[config.mk]
export PLATFORM = sky130hd
export DESIGN_NAME = miwa_int_wake
export DESIGN_NICKNAME = d
export VERILOG_FILES = /design/src/hw/miwa_pkg.sv /design/src/hw/miwa_flag_bank.sv /design/src/hw/miwa_edge_detect.sv /design/src/hw/miwa_int_wake.sv
export SDC_FILE = /design/constraint.sdc
export NUM_CORES = 1
export LEC_CHECK = 0
export BUFFER_PORTS_ARGS = -buffer_cell sky130_fd_sc_hd__buf_4
export CORE_MARGIN = 2
export CORE_UTILIZATION = 30
export CTS_CLUSTER_SIZE = 25
export DETAILED_ROUTE_END_ITERATION = 8
export REMOVE_ABC_BUFFERS = 1
export SLEW_MARGIN = 15
export SYNTH_ARGS = -nofsm -noshare
export SYNTH_HDL_FRONTEND = slang
export SYNTH_SLANG_ARGS = --single-unit
[constraint.sdc]
create_clock -name sys_clk -period 4.75 [get_ports sys_clk]
set_input_delay 0.2375 -clock sys_clk [delete_from_list [all_inputs] [get_ports sys_clk]]
set_output_delay 0.2375 -clock sys_clk [all_outputs]
set_load 0.02 [all_outputs]
[src/hw/miwa_pkg.sv]
package miwa_pkg;

  localparam int DATA_W = 8;
  localparam int ADDR_W = 16;

  // Register offsets in the microcontroller memory space
  localparam logic [15:0] INT0_FLAG_ADDR = 16'h7F00;
  localparam logic [15:0] INT0_ENABLE_MASK_ADDR = 16'h7F01;
  localparam logic [15:0] INT1_FLAG_ADDR = 16'h7F02;
  localparam logic [15:0] INT1_ENABLE_MASK_ADDR = 16'h7F03;
  localparam logic [15:0] WAKE_FLAG_GROUP1_ADDR = 16'h7F2A;

  // Reset values
  localparam logic [7:0] INT0_FLAG_RST = 8'h00;
  localparam logic [7:0] INT0_ENABLE_MASK_RST = 8'h00;
  localparam logic [7:0] INT1_FLAG_RST = 8'h00;
  localparam logic [7:0] INT1_ENABLE_MASK_RST = 8'h00;
  localparam logic [7:0] WAKE_FLAG_GROUP1_RST = 8'h00;
  localparam logic [7:0] UNMAPPED_READ_VAL = 8'h00;

  // Interrupt-0 group bit positions
  localparam int INT0_PORT_D_BIT = 7;
  localparam int INT0_PORT_C_BIT = 6;
  localparam int INT0_PORT_B_BIT = 5;
  localparam int INT0_PORT_A_BIT = 4;
  localparam int INT0_SERIAL_BUS2_BIT = 3;
  localparam int INT0_EE_WAKE_4_BIT = 2;
  localparam int INT0_EE_WAKE_2_BIT = 1;
  localparam int INT0_EE_WAKE_3_BIT = 0;

  // Interrupt-1 group bit positions
  localparam int INT1_KBD_FULL_BIT = 7;
  localparam int INT1_KEY_MATRIX_BIT = 6;
  localparam int INT1_EC_INPUT_BIT = 5;
  localparam int INT1_EC_OUTPUT_BIT = 4;
  localparam int INT1_PIN_THREE_BIT = 3;
  localparam int INT1_SERIAL_BUS1_BIT = 2;
  localparam int INT1_MAILBOX_BIT = 1;
  localparam int INT1_ANY_WAKE_BIT = 0;
  // Bits software may clear by writing one: 6..2 and 0
  localparam logic [7:0] INT1_W1C_BITS = 8'h7D;

  // Wake group 1 bit positions
  localparam int WAKE1_PM_CTL_BIT = 7;
  localparam int WAKE1_PM_EN_BIT = 6;
  localparam int WAKE1_PM_STS_BIT = 5;
  localparam int WAKE1_SB1_BIT = 4;
  localparam int WAKE1_SB2_BIT = 3;
  localparam int WAKE1_IR_BIT = 2;
  localparam int WAKE1_EE1_BIT = 1;
  localparam int WAKE1_ALARM_BIT = 0;
  localparam logic [7:0] WAKE1_W1C_BITS = 8'hFE;
  localparam logic [7:0] WAKE1_ROC_BITS = 8'h01;

  // Edge detector lanes
  localparam int EDGE_W = 4;
  localparam int EDGE_OUT_FULL = 0;
  localparam int EDGE_IR = 1;
  localparam int EDGE_EE1 = 2;
  localparam int EDGE_ALARM = 3;

  typedef struct packed {
    logic wr;
    logic rd;
    logic [ADDR_W-1:0] addr;
    logic [DATA_W-1:0] wdata;
  } miwa_bus_req_t;

  typedef struct packed {
    logic kbd_host_write;
    logic kbd_mcu_read;
    logic ec_cmd_write;
    logic ec_data_write;
    logic mbox0_host_write;
    logic mbox0_read;
  } miwa_host_evt_t;

  typedef struct packed {
    logic pm_control_written;
    logic pm_enable_written;
    logic pm_status_written;
    logic sb1_wake_event;
    logic sb2_wake_event;
    logic secondary_supply_active;
    logic infrared_receive_in;
    logic either_edge_wake_1;
    logic clock_alarm_wake;
  } miwa_wake_src_t;

  typedef struct packed {
    logic [DATA_W-1:0] int0_enable_mask;
    logic [DATA_W-1:0] int1_enable_mask;
    logic [DATA_W-1:0] rdata;
    logic ext_irq0;
    logic ext_irq1;
    logic wake_irq;
  } miwa_core_state_t;

endpackage

[src/hw/miwa_flag_bank.sv]
`timescale 1ns/100ps
module miwa_flag_bank #(
  parameter int WIDTH = 8,
  parameter logic [WIDTH-1:0] RESET_VAL = '0
) (
  input wire logic sys_clk,
  input wire logic rstn,
  input wire logic [WIDTH-1:0] set,
  input wire logic [WIDTH-1:0] clr,
  output logic [WIDTH-1:0] flags
);
  typedef struct packed {
    logic [WIDTH-1:0] flags;
  } miwa_flag_state_t;

  miwa_flag_state_t state_reg;
  miwa_flag_state_t state_next;

  // Set is applied after clear so an event in the clearing cycle survives
  always_comb begin
    state_next = state_reg;
    state_next.flags = (state_reg.flags & ~clr) | set;
  end

  always_ff @(posedge sys_clk or negedge rstn) begin
    if (!rstn) begin
      state_reg <= '{flags: RESET_VAL};
    end else begin
      state_reg <= state_next;
    end
  end

  assign flags = state_reg.flags;
endmodule

[src/hw/miwa_edge_detect.sv]
`timescale 1ns/100ps
module miwa_edge_detect #(
  parameter int WIDTH = 4
) (
  input wire logic sys_clk,
  input wire logic rstn,
  input wire logic [WIDTH-1:0] level,
  output logic [WIDTH-1:0] rise,
  output logic [WIDTH-1:0] fall
);
  typedef struct packed {
    logic [WIDTH-1:0] prev;
    logic primed;
  } miwa_edge_state_t;

  miwa_edge_state_t state_reg;
  miwa_edge_state_t state_next;

  always_comb begin
    state_next = state_reg;
    state_next.prev = level;
    state_next.primed = 1'b1;
  end

  always_ff @(posedge sys_clk or negedge rstn) begin
    if (!rstn) begin
      state_reg <= '0;
    end else begin
      state_reg <= state_next;
    end
  end

  // No edges before the first sample, so a pin already high at reset is not an event
  genvar i;
  generate
    for (i = 0; i < WIDTH; i++) begin : g_lane
      assign rise[i] = state_reg.primed & level[i] & ~state_reg.prev[i];
      assign fall[i] = state_reg.primed & ~level[i] & state_reg.prev[i];
    end
  endgenerate
endmodule

[src/hw/miwa_int_wake.sv]
// What this block does
// - Serial bus 2 interrupt active makes interrupt-0 bit 3 read one.
// - Interrupt-0 mask: zero enables the same-position source, one masks it.
// - Interrupt-0 bits 7..0: ports D, C, B, A, bus 2, wake 4, 2, 3.
// - A masked source still reads set but drives no interrupt line, except pending wake, which still drives interrupt 1.
// - Both mask registers read/write and reset to 0x00, all enabled.
// - Enabled interrupt-1 bits are ORed onto external interrupt 1.
// - Interrupt-1 bits 0 and 2..6 clear on write-one; 7 and 1 read-only.
// - Keyboard input full sets on host write, clears on controller read.
// - Embedded-controller input flag sets on host command or data write.
// - Embedded-controller output flag sets when output-full status clears.
// - Interrupt-1 bit 2 reads one while serial bus 1 requests.
// - Mailbox flag sets on host mailbox 0 write, clears on its read.
// - Interrupt-1 mask: zero enables, one masks; same order as flags.
// - Any enabled wake input drives external interrupt 1 and wake line.
// - Wake register reads latched status; bits 7..1 clear by writing one.
// - Wake bits 7, 6, 5 set on power-management register writes.
// - Wake bit 4 on serial bus 1 event, bit 3 on bus 2.
// - Wake bit 2 sets on infrared falling edge with secondary supply on.
// - Wake bit 1 sets on either edge of either-edge wake 1 pin.
// - Wake bit 0 sets on alarm rising edge and clears on register read.
// - Interrupt-0 bits clear on write-one; enabled set bits drive interrupt 0.
`timescale 1ns/100ps
module miwa_int_wake (
  input wire logic sys_clk,
  input wire logic rstn,
  input wire miwa_pkg::miwa_bus_req_t bus_req,
  output logic [miwa_pkg::DATA_W-1:0] mcu_rdata,
  input wire logic [miwa_pkg::DATA_W-1:0] int0_src,
  input wire miwa_pkg::miwa_host_evt_t host_evt,
  input wire logic key_matrix_event,
  input wire logic general_pin_three_irq,
  input wire logic serial_bus1_irq,
  input wire logic output_full_status,
  input wire miwa_pkg::miwa_wake_src_t wake_src,
  input wire logic [miwa_pkg::DATA_W-1:0] wake_group1_mask,
  input wire logic other_wake_pending,
  output logic mcu_ext_irq0,
  output logic mcu_ext_irq1,
  output logic mcu_wake_irq
);
  import miwa_pkg::*;

  miwa_core_state_t state_reg;
  miwa_core_state_t state_next;

  logic hit_int0_flag;
  logic hit_int0_enable_mask;
  logic hit_int1_flag;
  logic hit_int1_enable_mask;
  logic hit_wake1;
  logic [DATA_W-1:0] int0_flag;
  logic [DATA_W-1:0] int1_flag;
  logic [DATA_W-1:0] wake1_flag;
  logic [DATA_W-1:0] int0_set;
  logic [DATA_W-1:0] int0_clr;
  logic [DATA_W-1:0] int1_set;
  logic [DATA_W-1:0] int1_clr;
  logic [DATA_W-1:0] wake1_set;
  logic [DATA_W-1:0] wake1_clr;
  logic [EDGE_W-1:0] edge_level;
  logic [EDGE_W-1:0] edge_rise;
  logic [EDGE_W-1:0] edge_fall;
  logic wake_pending;

  assign hit_int0_flag = (bus_req.addr == INT0_FLAG_ADDR);
  assign hit_int0_enable_mask = (bus_req.addr == INT0_ENABLE_MASK_ADDR);
  assign hit_int1_flag = (bus_req.addr == INT1_FLAG_ADDR);
  assign hit_int1_enable_mask = (bus_req.addr == INT1_ENABLE_MASK_ADDR);
  assign hit_wake1 = (bus_req.addr == WAKE_FLAG_GROUP1_ADDR);

  always_comb begin
    edge_level = '0;
    edge_level[EDGE_OUT_FULL] = output_full_status;
    edge_level[EDGE_IR] = wake_src.infrared_receive_in;
    edge_level[EDGE_EE1] = wake_src.either_edge_wake_1;
    edge_level[EDGE_ALARM] = wake_src.clock_alarm_wake;
  end

  miwa_edge_detect #(
    .WIDTH(EDGE_W)
  ) u_edges (
    .sys_clk(sys_clk),
    .rstn(rstn),
    .level(edge_level),
    .rise(edge_rise),
    .fall(edge_fall)
  );

  // Interrupt-0 group: levels held by peripherals keep re-setting their bit,
  // so an active serial bus 2 request reads one even right after a clear.
  assign int0_set = int0_src;
  assign int0_clr = (bus_req.wr && hit_int0_flag) ? bus_req.wdata : '0;

  miwa_flag_bank #(
    .WIDTH(DATA_W),
    .RESET_VAL(INT0_FLAG_RST)
  ) u_int0_flags (
    .sys_clk(sys_clk),
    .rstn(rstn),
    .set(int0_set),
    .clr(int0_clr),
    .flags(int0_flag)
  );

  // Wake group 1 sources
  always_comb begin
    wake1_set = '0;
    wake1_set[WAKE1_PM_CTL_BIT] = wake_src.pm_control_written;
    wake1_set[WAKE1_PM_EN_BIT] = wake_src.pm_enable_written;
    wake1_set[WAKE1_PM_STS_BIT] = wake_src.pm_status_written;
    wake1_set[WAKE1_SB1_BIT] = wake_src.sb1_wake_event;
    wake1_set[WAKE1_SB2_BIT] = wake_src.sb2_wake_event;
    // Infrared only wakes while the secondary supply is up
    wake1_set[WAKE1_IR_BIT] = wake_src.secondary_supply_active
                              & edge_fall[EDGE_IR];
    wake1_set[WAKE1_EE1_BIT] = edge_rise[EDGE_EE1] | edge_fall[EDGE_EE1];
    // Edge-triggered, so a read while the alarm still matches keeps it clear
    wake1_set[WAKE1_ALARM_BIT] = edge_rise[EDGE_ALARM];
  end

  always_comb begin
    wake1_clr = '0;
    if (bus_req.wr && hit_wake1) begin
      wake1_clr = bus_req.wdata & WAKE1_W1C_BITS;
    end
    if (bus_req.rd && hit_wake1) begin
      wake1_clr = wake1_clr | WAKE1_ROC_BITS;
    end
  end

  miwa_flag_bank #(
    .WIDTH(DATA_W),
    .RESET_VAL(WAKE_FLAG_GROUP1_RST)
  ) u_wake1_flags (
    .sys_clk(sys_clk),
    .rstn(rstn),
    .set(wake1_set),
    .clr(wake1_clr),
    .flags(wake1_flag)
  );

  // The other wake groups live elsewhere and arrive already masked
  assign wake_pending = (|(wake1_flag & ~wake_group1_mask)) | other_wake_pending;

  // Interrupt-1 group sources
  always_comb begin
    int1_set = '0;
    int1_set[INT1_KBD_FULL_BIT] = host_evt.kbd_host_write;
    int1_set[INT1_KEY_MATRIX_BIT] = key_matrix_event;
    int1_set[INT1_EC_INPUT_BIT] = host_evt.ec_cmd_write | host_evt.ec_data_write;
    int1_set[INT1_EC_OUTPUT_BIT] = edge_fall[EDGE_OUT_FULL];
    int1_set[INT1_PIN_THREE_BIT] = general_pin_three_irq;
    int1_set[INT1_SERIAL_BUS1_BIT] = serial_bus1_irq;
    int1_set[INT1_MAILBOX_BIT] = host_evt.mbox0_host_write;
    int1_set[INT1_ANY_WAKE_BIT] = wake_pending;
  end

  always_comb begin
    int1_clr = '0;
    if (bus_req.wr && hit_int1_flag) begin
      int1_clr = bus_req.wdata & INT1_W1C_BITS;
    end
    // Read-only bits are cleared only by their own far-side events
    int1_clr[INT1_KBD_FULL_BIT] = host_evt.kbd_mcu_read;
    int1_clr[INT1_MAILBOX_BIT] = host_evt.mbox0_read;
  end

  miwa_flag_bank #(
    .WIDTH(DATA_W),
    .RESET_VAL(INT1_FLAG_RST)
  ) u_int1_flags (
    .sys_clk(sys_clk),
    .rstn(rstn),
    .set(int1_set),
    .clr(int1_clr),
    .flags(int1_flag)
  );

  // Masks, read data and interrupt lines
  always_comb begin
    state_next = state_reg;
    if (bus_req.wr && hit_int0_enable_mask) begin
      state_next.int0_enable_mask = bus_req.wdata;
    end
    if (bus_req.wr && hit_int1_enable_mask) begin
      state_next.int1_enable_mask = bus_req.wdata;
    end
    if (bus_req.rd) begin
      case (bus_req.addr)
        INT0_FLAG_ADDR: begin
          state_next.rdata = int0_flag;
        end
        INT0_ENABLE_MASK_ADDR: begin
          state_next.rdata = state_reg.int0_enable_mask;
        end
        INT1_FLAG_ADDR: begin
          state_next.rdata = int1_flag;
        end
        INT1_ENABLE_MASK_ADDR: begin
          state_next.rdata = state_reg.int1_enable_mask;
        end
        WAKE_FLAG_GROUP1_ADDR: begin
          state_next.rdata = wake1_flag;
        end
        default: begin
          state_next.rdata = UNMAPPED_READ_VAL;
        end
      endcase
    end
    // Mask bit one blocks the line but leaves the flag visible; wake_pending still drives ext_irq1 whatever the mask
    state_next.ext_irq0 = |(int0_flag & ~state_reg.int0_enable_mask);
    state_next.ext_irq1 = (|(int1_flag & ~state_reg.int1_enable_mask))
                          | wake_pending;
    state_next.wake_irq = wake_pending;
  end

  always_ff @(posedge sys_clk or negedge rstn) begin
    if (!rstn) begin
      state_reg <= '{int0_enable_mask: INT0_ENABLE_MASK_RST,
                     int1_enable_mask: INT1_ENABLE_MASK_RST,
                     rdata: UNMAPPED_READ_VAL,
                     ext_irq0: 1'b0,
                     ext_irq1: 1'b0,
                     wake_irq: 1'b0};
    end else begin
      state_reg <= state_next;
    end
  end

  assign mcu_rdata = state_reg.rdata;
  assign mcu_ext_irq0 = state_reg.ext_irq0;
  assign mcu_ext_irq1 = state_reg.ext_irq1;
  assign mcu_wake_irq = state_reg.wake_irq;
endmodule

==> impl_summary.txt, run 1 <==
----------------------------------------------------
[Final layout]
  Total Nets Final ... around 360
  Number of flip-flops in the largest register ... 16
  Filler cells ... 907
  Fraction of final layout cells with drive strength greater than 1 ... 0.363
  Number of antenna repair diodes ... 0
  Syn-to-layout area delta ... 25.1%

[Place]
  Global placement routability congestion ... roughly 0.77
  Detailed placement HPWL ... about 5.2 mm
  IO Port Bufs ... 74

[Power and ir drop]
  Internal power contribution ... roughly 0.66 mW
  Sequential fraction of design power ... 0.569
  Pwr/cell area ... roughly 250 nW/um^2
  Peak supply drop ... between 0.0001 and 0.00015 V
  Net load switching power ... 0.192 mW
  Static power due to leakage ... roughly 1.7 nW
  Logic pwr share ... 0.100
  Clock group share of total power ... 0.331
  Fraction of power spent switching nets ... 0.226

[Floorplan]
  Std cell rows ... 34
  Die area ... 9810 sq um
  Initial cell density of the core ... 0.309
  Number of top-level design ports ... 75
  Die Ht ... slightly below 100 microns
  Die W ... between 90 and 100 microns
  Core Region ... a little under 9000 sq um

[CTS]
  Number of sinks handled by clock tree synthesis ... 56
  Cells resized by post-CTS repair ... 0
  Total of hold buffers inserted after clock tree synthesis ... 0
  Num CTS Buffers ... 5
  Post-CTS repair timing setup buffer count ... 0
  Clock Latency Late Sink ... slightly above 0.3 ns
  Number of H-tree branching levels ... 2
  Clock Root Buffer ... clkbuf_8
  CTS tree ... built
  Number of buffers on the longest clock path ... 2
  Worst-path clk slew ... around 0.1 ns

[Synthesis]
  Multiplexer share of the synthesized area ... 0.129
  Cell Area, Synth ... 2710 sq um
  Mean instance size in the synthesized netlist ... 11.4 sq um
  Dominant combinational cell family by area after synthesis ... compound AO/OA/AOI/OAI gates
  Post-synth EDFFs ... 0
  Post-synthesis simple-gate area fraction ... 0.124
  Synth cell types ... 41
  Ys async rst share ... 1.00
  Post-synthesis share of cell area spent on xor and xnor gates ... 0.00323
  Flip-flop and latch count after synthesis ... 56
  Share of synthesized cell area in full adder, half adder and majority cells ... 0
  Synthesis Warnings ... 0
  Main flop type after synthesis ... dfrtp_1
  Share of synthesized area occupied by flip-flops and latches ... 0.517
  Syn Inst Count ... approximately 240
  Synthesized-area fraction occupied by ao, oa, aoi and oai cells ... 0.139

[Worst hold path]
  Hold Path Class ... input pin to asynchronous set/reset pin

[Routing]
  DR WL/cell ... between 15 and 20 microns
  Detailed-route via count ... 2062
  Remaining number of nets flagged by the antenna check after routing ... 0
  Wire length after detailed routing ... about 6.9 mm
  1st-pass router iterations ... 4
  Per-cell via count in the routed design ... just over 5
  DRC violation total after the first TritonRoute iteration ... 105
  Count of unresolved DRC violations after routing ... 0

[Timing]
  RSZ-0062 raised after global routing ... false
  Slew Limit Fails ... 0
  Number of failing hold endpoints at the final stage ... 33
  Highest clock rate ... around 430 MHz
  Hold Slack ... -0.0144 ns
  Total setup violations reported at the end of the flow ... 0
  Share of the clock period used by the worst path after layout ... 0.494
  Setup Skew ... about 0.011 ns
  Max_slew headroom ... 0.475
  Accumulated negative setup slack ... 0 ns
  Transition at the pin with the smallest max-transition slack ... around 0.79 ns
  Min cycle time layout ... 2.35 ns

[Global routing]
  Global-route wire length before repair ... approximately 11 mm
  Number of global-route vias before repair ... 2116
  GRT Resource Usage Total ... 0.143
  Global-route congestion overflow total ... 0
  Maximum number of pins on one net before global-route repair ... 57
  Number of antenna violations at the first check in global routing ... 0

[Outcome]
  Violated checks ... negative hold slack
  Run status ... complete, but fails checks

[Flow run]
  Reported max-cap violation count ... 0

[Critical path]
  Reg2Reg Launch Point ... u_wake1_flags.flags[7]
  Beginning of the critical path ... bus_req[10]
  CP Class ... input pin to register
  CP Max Fanout ... 18
  Crit end category ... register
  Category of the worst setup path launch point ... input pin
  Data arrival at the endpoint of the critical path ... 2.54 ns
  Critical Path RT ... between 4 and 5 ns

----------------------------------------------------
power by group through the flow:
stage          logic [mW]  clock network [mW]  registers [mW]
2_1_floorplan      0.0184                   0           0.491
4_1_cts            0.0867               0.287           0.483
6_report           0.0847               0.280           0.482
5_1_grt            0.0930               0.305           0.483
3_5_place_dp       0.0867                   0           0.492
3_3_place_gp       0.0855                   0           0.492
metal layers:
| layer | part of all wire | track usage | up-vias |
|---|---|---|---|
| met5 | 0 | 0 | - |
| met4 | 0.0032 | 0.0253 | 0 |
| met1 | 0.44 | 0.195 | 1028 |
| met2 | 0.49 | 0.234 | 70 |
| met3 | 0.066 | 0.0333 | 4 |
| li1 | - | - | 960 |
final cells by class:
type | count | area, sq um | share of cell area
sequential | 56 | 1400 | 0.413
multi-input combinational | 128 | 1070 | 0.316
timing repair buffer | 74 | 556 | 0.164
tap | 108 | 135 | 0.0398
inverter | 35 | 131 | 0.0387
clock buffer | 7 | 96.3 | 0.0284
Yosys cell counts, types with 2 or more instances:
master / instances / area (sq um)
o22ai_1: 13 / 81.3
and2_1: 2 / 12.5
a21o_1: 24 / 180
mux4_2: 7 / 158
or4_1: 2 / 15.0
buf_4: 9 / 67.6
nor2b_1: 6 / 37.5
and3_1: 3 / 18.8
nor2_1: 2 / 7.51
mux2_2: 17 / 191
clkbuf_1: 5 / 18.8
buf_2: 3 / 15.0
a32o_1: 2 / 20.0
nand4b_1: 2 / 17.5
inv_1: 35 / 131
dfrtp_1: 56 / 1400
nand3_1: 23 / 115
a22oi_1: 2 / 15.0
o21bai_1: 2 / 15.0
per-stage QoR:
stage	std cells	setup WS [ns]	util	power, mW	instance area (sq um)
2_1_floorplan	219	2.55	-	0.510	2610
3_3_place_gp	401	2.15	0.376	0.577	3300
3_5_place_dp	401	2.11	0.376	0.579	3300
4_1_cts	408	2.44	0.387	0.856	3390
5_1_grt	408	2.33	0.387	0.881	3390
6_report	408	2.40	0.387	0.847	3390
kinds of logic (layout without fill, tap and decap cells):
| logic type | Yosys count | count (layout) |
|---|---|---|
| DFF | 56 | 56 |
| buffers and inverters | 53 | 116 |
| AOI/OAI and AO/OA | 51 | 51 |
| and+or+nand+nor | 51 | 51 |
| muxes | 24 | 24 |
| other | 1 | 1 |
| xor gates and xnor gates | 1 | 1 |
worst paths after layout:
check | to | slack (ns) | cells past startpoint
worst min register to register | u_wake1_flags.flags[0] | 0.43 | 1
worst max register to register | mcu_ext_irq1 | 2.75 | 4
min in group sys_clk | u_edges.state_reg[3] | 0.04 | 1
worst min-delay path | u_int1_flags.flags[6] | -0.01 | 1
max in group asynchronous | u_edges.state_reg[2] | 4.29 | 1
worst max-delay path | state_reg[23] | 2.40 | 5
cells in the final DEF, fill, tap and decap left out, types with 2 or more instances in the layout:
master	netlist	layout
inv_1	35	35
nor2_1	2	2
nand4b_1	2	2
a22oi_1	2	2
and2_1	2	2
o21bai_1	2	2
nand3_1	23	23
buf_4	9	74
o22ai_1	13	13
clkbuf_8	0	7
mux2_2	17	17
a21o_1	24	24
dfrtp_1	56	56
mux4_2	7	7
a32o_1	2	2
or4_1	2	2
nor2b_1	6	6
and3_1	3	3
critical path, cell delays in order:
cell and delay (ns):
buf_4 0.11, or4_4 0.57, nor3_4 0.69, and4b_1 0.55, mux2_2 0.38
(Power assumes the default switching activity.)
==> run 2, diff against run 1 <==
ABC_AREA = 1   (was unset)
clock period = 2.35 ns   (was 4.75 ns; I/O delays follow)
==> impl_summary.txt, run 2 <==
----------------------------------------------------
[Outcome]
  Run status ... finished, final reports clean

[Timing]
  RSZ-0062 raised after global routing ... false
  Transition at the pin with the smallest max-transition slack ... 0.720 ns (-0.0653 ns)
  Setup Skew ... 0.0121 ns (+0.00133 ns)
  Total setup violations reported at the end of the flow ... 0 (unchanged)
  Max_slew headroom ... 0.520 (+0.0452)
  Min cycle time layout ... approximately 1.2 ns
  Share of the clock period used by the worst path after layout ... 0.529
  Highest clock rate ... between 800 and 900 MHz
  Number of failing hold endpoints at the final stage ... 0 (-100%)
  Slew Limit Fails ... 0 (unchanged)
  Accumulated negative setup slack ... 0 ns (unchanged)
  Worst path setup slack after routing ... 1.11 ns (-1.30 ns)

[Flow run]
  Reported max-cap violation count ... 0 (unchanged)

[Critical path]
  CP Class ... input pin to register
  Worst Path Buf+Inv ... 1 (unchanged)
  Worst-path cell chain ... buf_4, nor2_2, nand2_2, nor2_4, nand2_4, nor2_4, nand2_1, o21ai_0
  Master of the slowest instance on the critical path ... nor2_4
  Data arrival at the endpoint of the critical path ... 1.48 ns (-1.06 ns)
  Delay of the slowest cell on the worst path ... 0.38 ns (-0.31 ns)
  CP Max Fanout ... 16 (-2)
  Critical Path RT ... 2.58 ns (-2.36 ns)
  Cell family with most CP delay ... simple AND/OR/NAND/NOR gates
  Most used cell, CP ... nor2_4
  Crit end category ... register
  Category of the worst setup path launch point ... input pin

[CTS]
  CTS tree ... built
  Cells resized by post-CTS repair ... 0 (unchanged)
  Number of buffers on the longest clock path ... 2 (unchanged)
  Total of hold buffers inserted after clock tree synthesis ... 18 (+18)
  Clock Latency Late Sink ... 0.31 ns (about the same)
  Number of sinks handled by clock tree synthesis ... 56 (unchanged)
  Clock Root Buffer ... clkbuf_8
  Number of H-tree branching levels ... 2 (unchanged)
  Post-CTS repair timing setup buffer count ... 0 (unchanged)
  Num CTS Buffers ... 5 (unchanged)
  Worst-path clk slew ... 0.11 ns (about the same)

[Synthesis]
  Flip-flop and latch count after synthesis ... 56 (unchanged)
  Most area-consuming cells after synthesis ... dfrtp_1 46%, inv_1 7.6%, nand2_1 7.4%, nand3_1 5.4%, nor2_1 4.4%
  Synthesis Warnings ... 0 (unchanged)
  Share of Yosys cell area claimed by the top area cell type ... 0.460 (-0.0567)
  Most frequent cells after synthesis ... 62 x inv_1, 60 x nand2_1, 56 x dfrtp_1, 36 x nor2_1, 33 x nand3_1
  Library cell with the largest summed area after synthesis ... dfrtp_1
  Syn Inst Count ... 360 (+52%)
  Mean instance size in the synthesized netlist ... 8.46 sq um (-26%)
  Synth cell types ... 31 (-24%)
  Share of synthesized area occupied by flip-flops and latches ... 0.460 (-0.0567)
  Cell Area, Synth ... 3050 sq um (+12%)
  Ys async rst share ... 1.00 (unchanged)
  Post-synth EDFFs ... 0 (unchanged)
  Main flop type after synthesis ... dfrtp_1
  Dominant cell by count in the synthesized netlist ... inv_1

[Floorplan]
  Std cell rows ... 36 (+5.9%)
  Die W ... 105 microns (+5.7%)
  Initial cell density of the core ... 0.310 (+0.000748)
  Die Ht ... 105 microns (+5.7%)
  Number of top-level design ports ... 75 (unchanged)
  Die area ... 11000 sq um (+12%)
  Core Region ... 9820 sq um (+12%)

[Place]
  IO Port Bufs ... 74 (unchanged)
  Global placement routability congestion ... 0.891 (+16%)
  Standard cell area after detailed placement ... 3630 sq um (+10%)
  Detailed placement HPWL ... 6.10 mm (+16%)
  Setup slack at placement ... 0.766 ns (-1.34 ns)

[Final layout]
  Fraction of final layout cells with drive strength greater than 1 ... 0.258 (-0.105)
  Leading cell types in the layout, fill and taps excluded ... 76 x buf_4, 62 x inv_1, 60 x nand2_1, 56 x dfrtp_1, 36 x nor2_1
  Number of antenna repair diodes ... 0 (unchanged)
  Footprint of the multi-input gates ... 1260 sq um (+17%)
  Post-route cell area ... 3950 sq um (+16%)
  Total Nets Final ... 512 (+41%)
  Filler cells ... 1051 (+16%)
  Number of flip-flops in the largest register ... 16 (unchanged)
  FF+latch area ... 1400 sq um (unchanged)
  Share of the core filled with cells ... 0.402 (+0.0152)
  Most common library cell in the layout ignoring fill and taps ... buf_4
  Syn-to-layout area delta ... 29.7%

[Power and ir drop]
  Peak supply drop ... 0.000298 V (+140%)
  Static power due to leakage ... 2.04 nW (+23%)
  Pwr/cell area ... 481 nW/um^2 (+93%)

[Routing]
  Wire length after detailed routing ... 7.68 mm (+11%)
  DR WL/cell ... 13.2 microns (-22%)
  Count of unresolved DRC violations after routing ... 0 (unchanged)
  Per-cell via count in the routed design ... 4.40 (-13%)
  DRC violation total after the first TritonRoute iteration ... 91 (-13%)
  Detailed-route via count ... 2558 (+24%)
  1st-pass router iterations ... 4 (unchanged)
  Remaining number of nets flagged by the antenna check after routing ... 0 (unchanged)

[Global routing]
  GRT Resource Usage Total ... 0.146 (+0.00361)
  Maximum number of pins on one net before global-route repair ... 57 (unchanged)
  M1 GR Usage ... 0.205 (+0.0103)
  Global-route wire length before repair ... 12.8 mm (+18%)
  Global route hottest layer ... met2
  Met3 global-route usage ... 0.0274 (-0.00588)
  Number of antenna violations at the first check in global routing ... 0 (unchanged)
  Number of global-route vias before repair ... 2615 (+24%)
  Global-route congestion overflow total ... 0 (unchanged)
  Met2 track utilization from global routing ... 0.236 (+0.00168)

[Worst hold path]
  Hold Path Class ... input pin to register

----------------------------------------------------
-- run 2: area by class of cell --
| cell class | count | area share |
|---|---|---|
| Clock buffer | 6 | 0.0209 |
| Clock inverter | 2 | 0.00982 |
| Inverter | 62 | 0.0589 |
| Multi-Input combinational cell | 227 | 0.319 |
| Sequential cell | 56 | 0.355 |
| Tap cell | 133 | 0.0421 |
| Timing Repair Buffer | 96 | 0.195 |
-- run 2: cells by family after synthesis --
family / after synthesis / share of synthesized area
AND/OR/NAND/NOR: 158 / 0.268
AO/OA/AOI/OAI: 68 / 0.144
flip-flops: 56 / 0.460
other: 1 / 0.00123
buffers and inverters: 77 / 0.127
-- run 2: report_power, final --
group          internal (mW)  switching [mW]  total (mW)
Sequential             0.980          0.0110       0.991
Combinational          0.127           0.115       0.243
Clock                  0.349           0.317       0.666
-- run 2: stage by stage --
step	instances	total power, mW	hold slack [ns]
3_3_place_gp	554	1.23	0.220
3_5_place_dp	554	1.23	0.229
5_1_grt	582	1.98	0.00708
4_1_cts	580	1.92	0.00211
2_1_floorplan	345	1.08	-0.178
6_report	582	1.90	0.00704
-- run 2: path summary, 6_finish.rpt --
path / endpoint / start / slack (ns) / depth (start not counted)
min reg2reg: u_wake1_flags.flags[0] / u_edges.state_reg[4] / 0.44 / 1
max: state_reg[19] / bus_req[23] / 1.11 / 8
max in group asynchronous: u_int1_flags.flags[1] / rstn / 1.47 / 2
min in group asynchronous: u_int0_flags.flags[6] / rstn / 0.39 / 2
max reg2reg: mcu_ext_irq1 / u_wake1_flags.flags[0] / 1.15 / 6
min: u_wake1_flags.flags[6] / wake_src[7] / 0.007 / 2
-- run 2: per-layer routing --
metal,vias up,wire length [microns]
met3,2,283
met4,0,26
met1,1204,3890
met2,50,3480
li1,1302,-
met5,-,0
-- run 2: worst register-to-register path, delay by kind of cell (launching register included) --
| kind | cells | cell delay, ns |
|---|---|---|
| AO/OA/AOI/OAI | 1 | 0.10 |
| buffers and inverters | 1 | 0.07 |
| AND/OR/NAND/NOR | 4 | 0.50 |
| flip-flops | 1 | 0.43 |
==> run 3, diff against run 2 <==
clock period = 1.17 ns   (was 2.35 ns; I/O delays follow)
==> impl_summary.txt, run 3 (synthesis gave the netlist of run 2 again) <==
----------------------------------------------------
[Outcome]
  Run status ... finished, final reports clean

[Critical path]
  Number of cells on the worst reg-to-reg path ... 6 (unchanged)
  CP Class ... register to register
  Crit end category ... register
  Critical Path RT ... 1.37 ns (-1.21 ns)
  CP Max Fanout ... 3 (-13)
  Category of the worst setup path launch point ... register
  Worst-path cell chain ... inv_1, nor2_1, nor3_1, o211ai_1, nor2_2, nand2_1
  Beginning of the critical path ... u_wake1_flags.flags[2]
  Delay of the slowest cell on the worst path ... 0.39 ns (about the same)
  Worst setup slack for register-to-register paths ... 0.05 ns (-1.10 ns)
  Master of the slowest instance on the critical path ... dfrtp_1
  Terminus of the critical flop-to-flop path ... u_int1_flags.flags[0]
  Data arrival at the endpoint of the critical path ... 1.32 ns (-0.16 ns)
  Reg2Reg Launch Point ... u_wake1_flags.flags[2]

[Timing]
  Hold Slack ... 0.0923 ns (+0.0852 ns)
  Slew Limit Fails ... 0 (unchanged)
  RSZ-0062 raised after global routing ... true
  Number of failing hold endpoints at the final stage ... 0 (unchanged)
  Worst path setup slack after routing ... 0.0516 ns (-1.05 ns)
  Highest clock rate ... just under 900 MHz
  Setup Skew ... 0.00503 ns (-0.00708 ns)
  Min cycle time layout ... about 1.1 ns
  Share of the clock period used by the worst path after layout ... 0.956
  Total setup violations reported at the end of the flow ... 0 (unchanged)

[Place]
  Global placement routability congestion ... 0.849 (-4.8%)
  IO Port Bufs ... 74 (unchanged)
  Setup slack at placement ... -0.0620 ns (-0.828 ns)
  Detailed placement HPWL ... 6.13 mm (+0.48%)

[Final layout]
  Leading cell types in the layout, fill and taps excluded ... 88 x buf_4, 62 x inv_1, 60 x nand2_1, 56 x dfrtp_1, 36 x dlygate4sd3_1
  Number of antenna repair diodes ... 0 (unchanged)
  Fraction of final layout cells with drive strength greater than 1 ... 0.274 (+0.0161)
  Syn-to-layout area delta ... 39.9%
  Most common library cell in the layout ignoring fill and taps ... buf_4
  Filler cells ... 1004 (-4.5%)
  Share of the core filled with cells ... 0.434 (+0.0315)
  Total Nets Final ... 545 (+6.4%)
  FF+latch area ... 1400 sq um (unchanged)
  Number of flip-flops in the largest register ... 16 (unchanged)
  Footprint of the multi-input gates ... 1260 sq um (+0.20%)

[Floorplan]
  Die area ... 11000 sq um (unchanged)
  Initial cell density of the core ... 0.310 (unchanged)
  Number of top-level design ports ... 75 (unchanged)
  Die W ... 105 microns (unchanged)
  Std cell rows ... 36 (unchanged)
  Core Region ... 9820 sq um (unchanged)
  Die Ht ... 105 microns (unchanged)

[Routing]
  1st-pass router iterations ... 4 (unchanged)
  Remaining number of nets flagged by the antenna check after routing ... 0 (unchanged)
  Detailed-route via count ... 2686 (+5.0%)
  Wire length after detailed routing ... 8.13 mm (+5.9%)
  Count of unresolved DRC violations after routing ... 0 (unchanged)
  DRC violation total after the first TritonRoute iteration ... 136 (+49%)
  DR WL/cell ... 13.2 microns (+0.34%)
  Per-cell via count in the routed design ... 4.37 (-0.47%)

[Global routing]
  Number of global-route vias before repair ... 2818 (+7.8%)
  Global-route wire length before repair ... 13.6 mm (+6.3%)
  Global-route congestion overflow total ... 0 (unchanged)
  Number of antenna violations at the first check in global routing ... 0 (unchanged)
  GRT Resource Usage Total ... 0.155 (+0.00848)
  Maximum number of pins on one net before global-route repair ... 57 (unchanged)

[CTS]
  Clock Latency Late Sink ... 0.31 ns (about the same)
  Number of sinks handled by clock tree synthesis ... 56 (unchanged)
  CTS tree ... built
  Number of H-tree branching levels ... 2 (unchanged)
  Clock Root Buffer ... clkbuf_8
  Num CTS Buffers ... 5 (unchanged)
  Worst-path clk slew ... 0.10 ns (about the same)
  Number of buffers on the longest clock path ... 2 (unchanged)

[Power and ir drop]
  Total power ... 3.56 mW (+87%)
  Static power due to leakage ... 2.18 nW (+7.2%)
  Pwr/cell area ... 835 nW/um^2 (+74%)
  Peak supply drop ... 0.000500 V (+68%)

[Worst hold path]
  Hold Path Class ... input pin to register
  Hold worst-path end ... mcu_rdata[3]
  Min-delay src ... bus_req[24]
  Worst hold path cell count ... 3 (+1)

[Flow run]
  Reported max-cap violation count ... 0 (unchanged)

----------------------------------------------------
==> run 3: cell count changes in the layout (fill, tap and decap cells not counted), sizes merged <==
cell         delta
bufinv          -1
buf            +17
dlygate4sd3    +16
==> run 3: area by class of cell <==
class / instances / area share
flip-flops and latches: 56 / 0.329
clock inverters: 1 / 0.00117
inverters: 62 / 0.0546
multi-input cells: 227 / 0.296
well taps: 133 / 0.0391
clock buffers: 6 / 0.0170
repair buffers: 129 / 0.263
==> run 3: worst max-delay path: cells and delay by family, from the launching register on <==
family / cells / cell delay [ns]
simple gates: 4 / 0.43
flops: 1 / 0.39
compound gates: 1 / 0.13
buf+inv: 1 / 0.06
==> run 3: report_power, final <==
part	leakage, nW	switching (mW)	internal [mW]
combinational	1.57	0.242	0.301
sequential	0.570	0.0189	1.97
clock	0.0410	0.615	0.410
total	2.18	0.877	2.68
==> run 3: metrics by stage <==
| step | setup TNS, ns | instances | cell area [sq um] |
|---|---|---|---|
| 3_3_place_gp | -0.282 | 570 | 3810 |
| 6_report | 0 | 614 | 4260 |
| 5_1_grt | -0.0302 | 614 | 4260 |
| 4_1_cts | -0.0274 | 614 | 4260 |
| 2_1_floorplan | -7.89 | 345 | 2890 |
| 3_5_place_dp | -0.573 | 570 | 3810 |
==> run 3: how the worst max path moves through the flow <==
stage	slack, ns	cells past startpoint	end
after floorplan	-0.29	7	state_reg[19]
after global placement	-0.05	10	mcu_rdata[4]
after detailed placement	-0.06	10	mcu_rdata[3]
after CTS	-0.01	6	mcu_ext_irq1
after global routing	-0.03	6	u_int1_flags.flags[0]
final	0.05	6	u_int1_flags.flags[0]
==> run 3: timing repair <==
action,in CTS,in global routing
pin swaps,3,2
endpoints found under the setup margin,3,3
endpoints found under the hold margin,91,0
buffers inserted,1,0
gates resized for setup,0,1
hold buffers,36,0
==> run 3: layer usage <==
metal  global-route usage  part of all wire
met3               0.0256             0.047
met4               0.0333            0.0076
met1                0.210              0.48
met2                0.259              0.47
met5                    0                 0
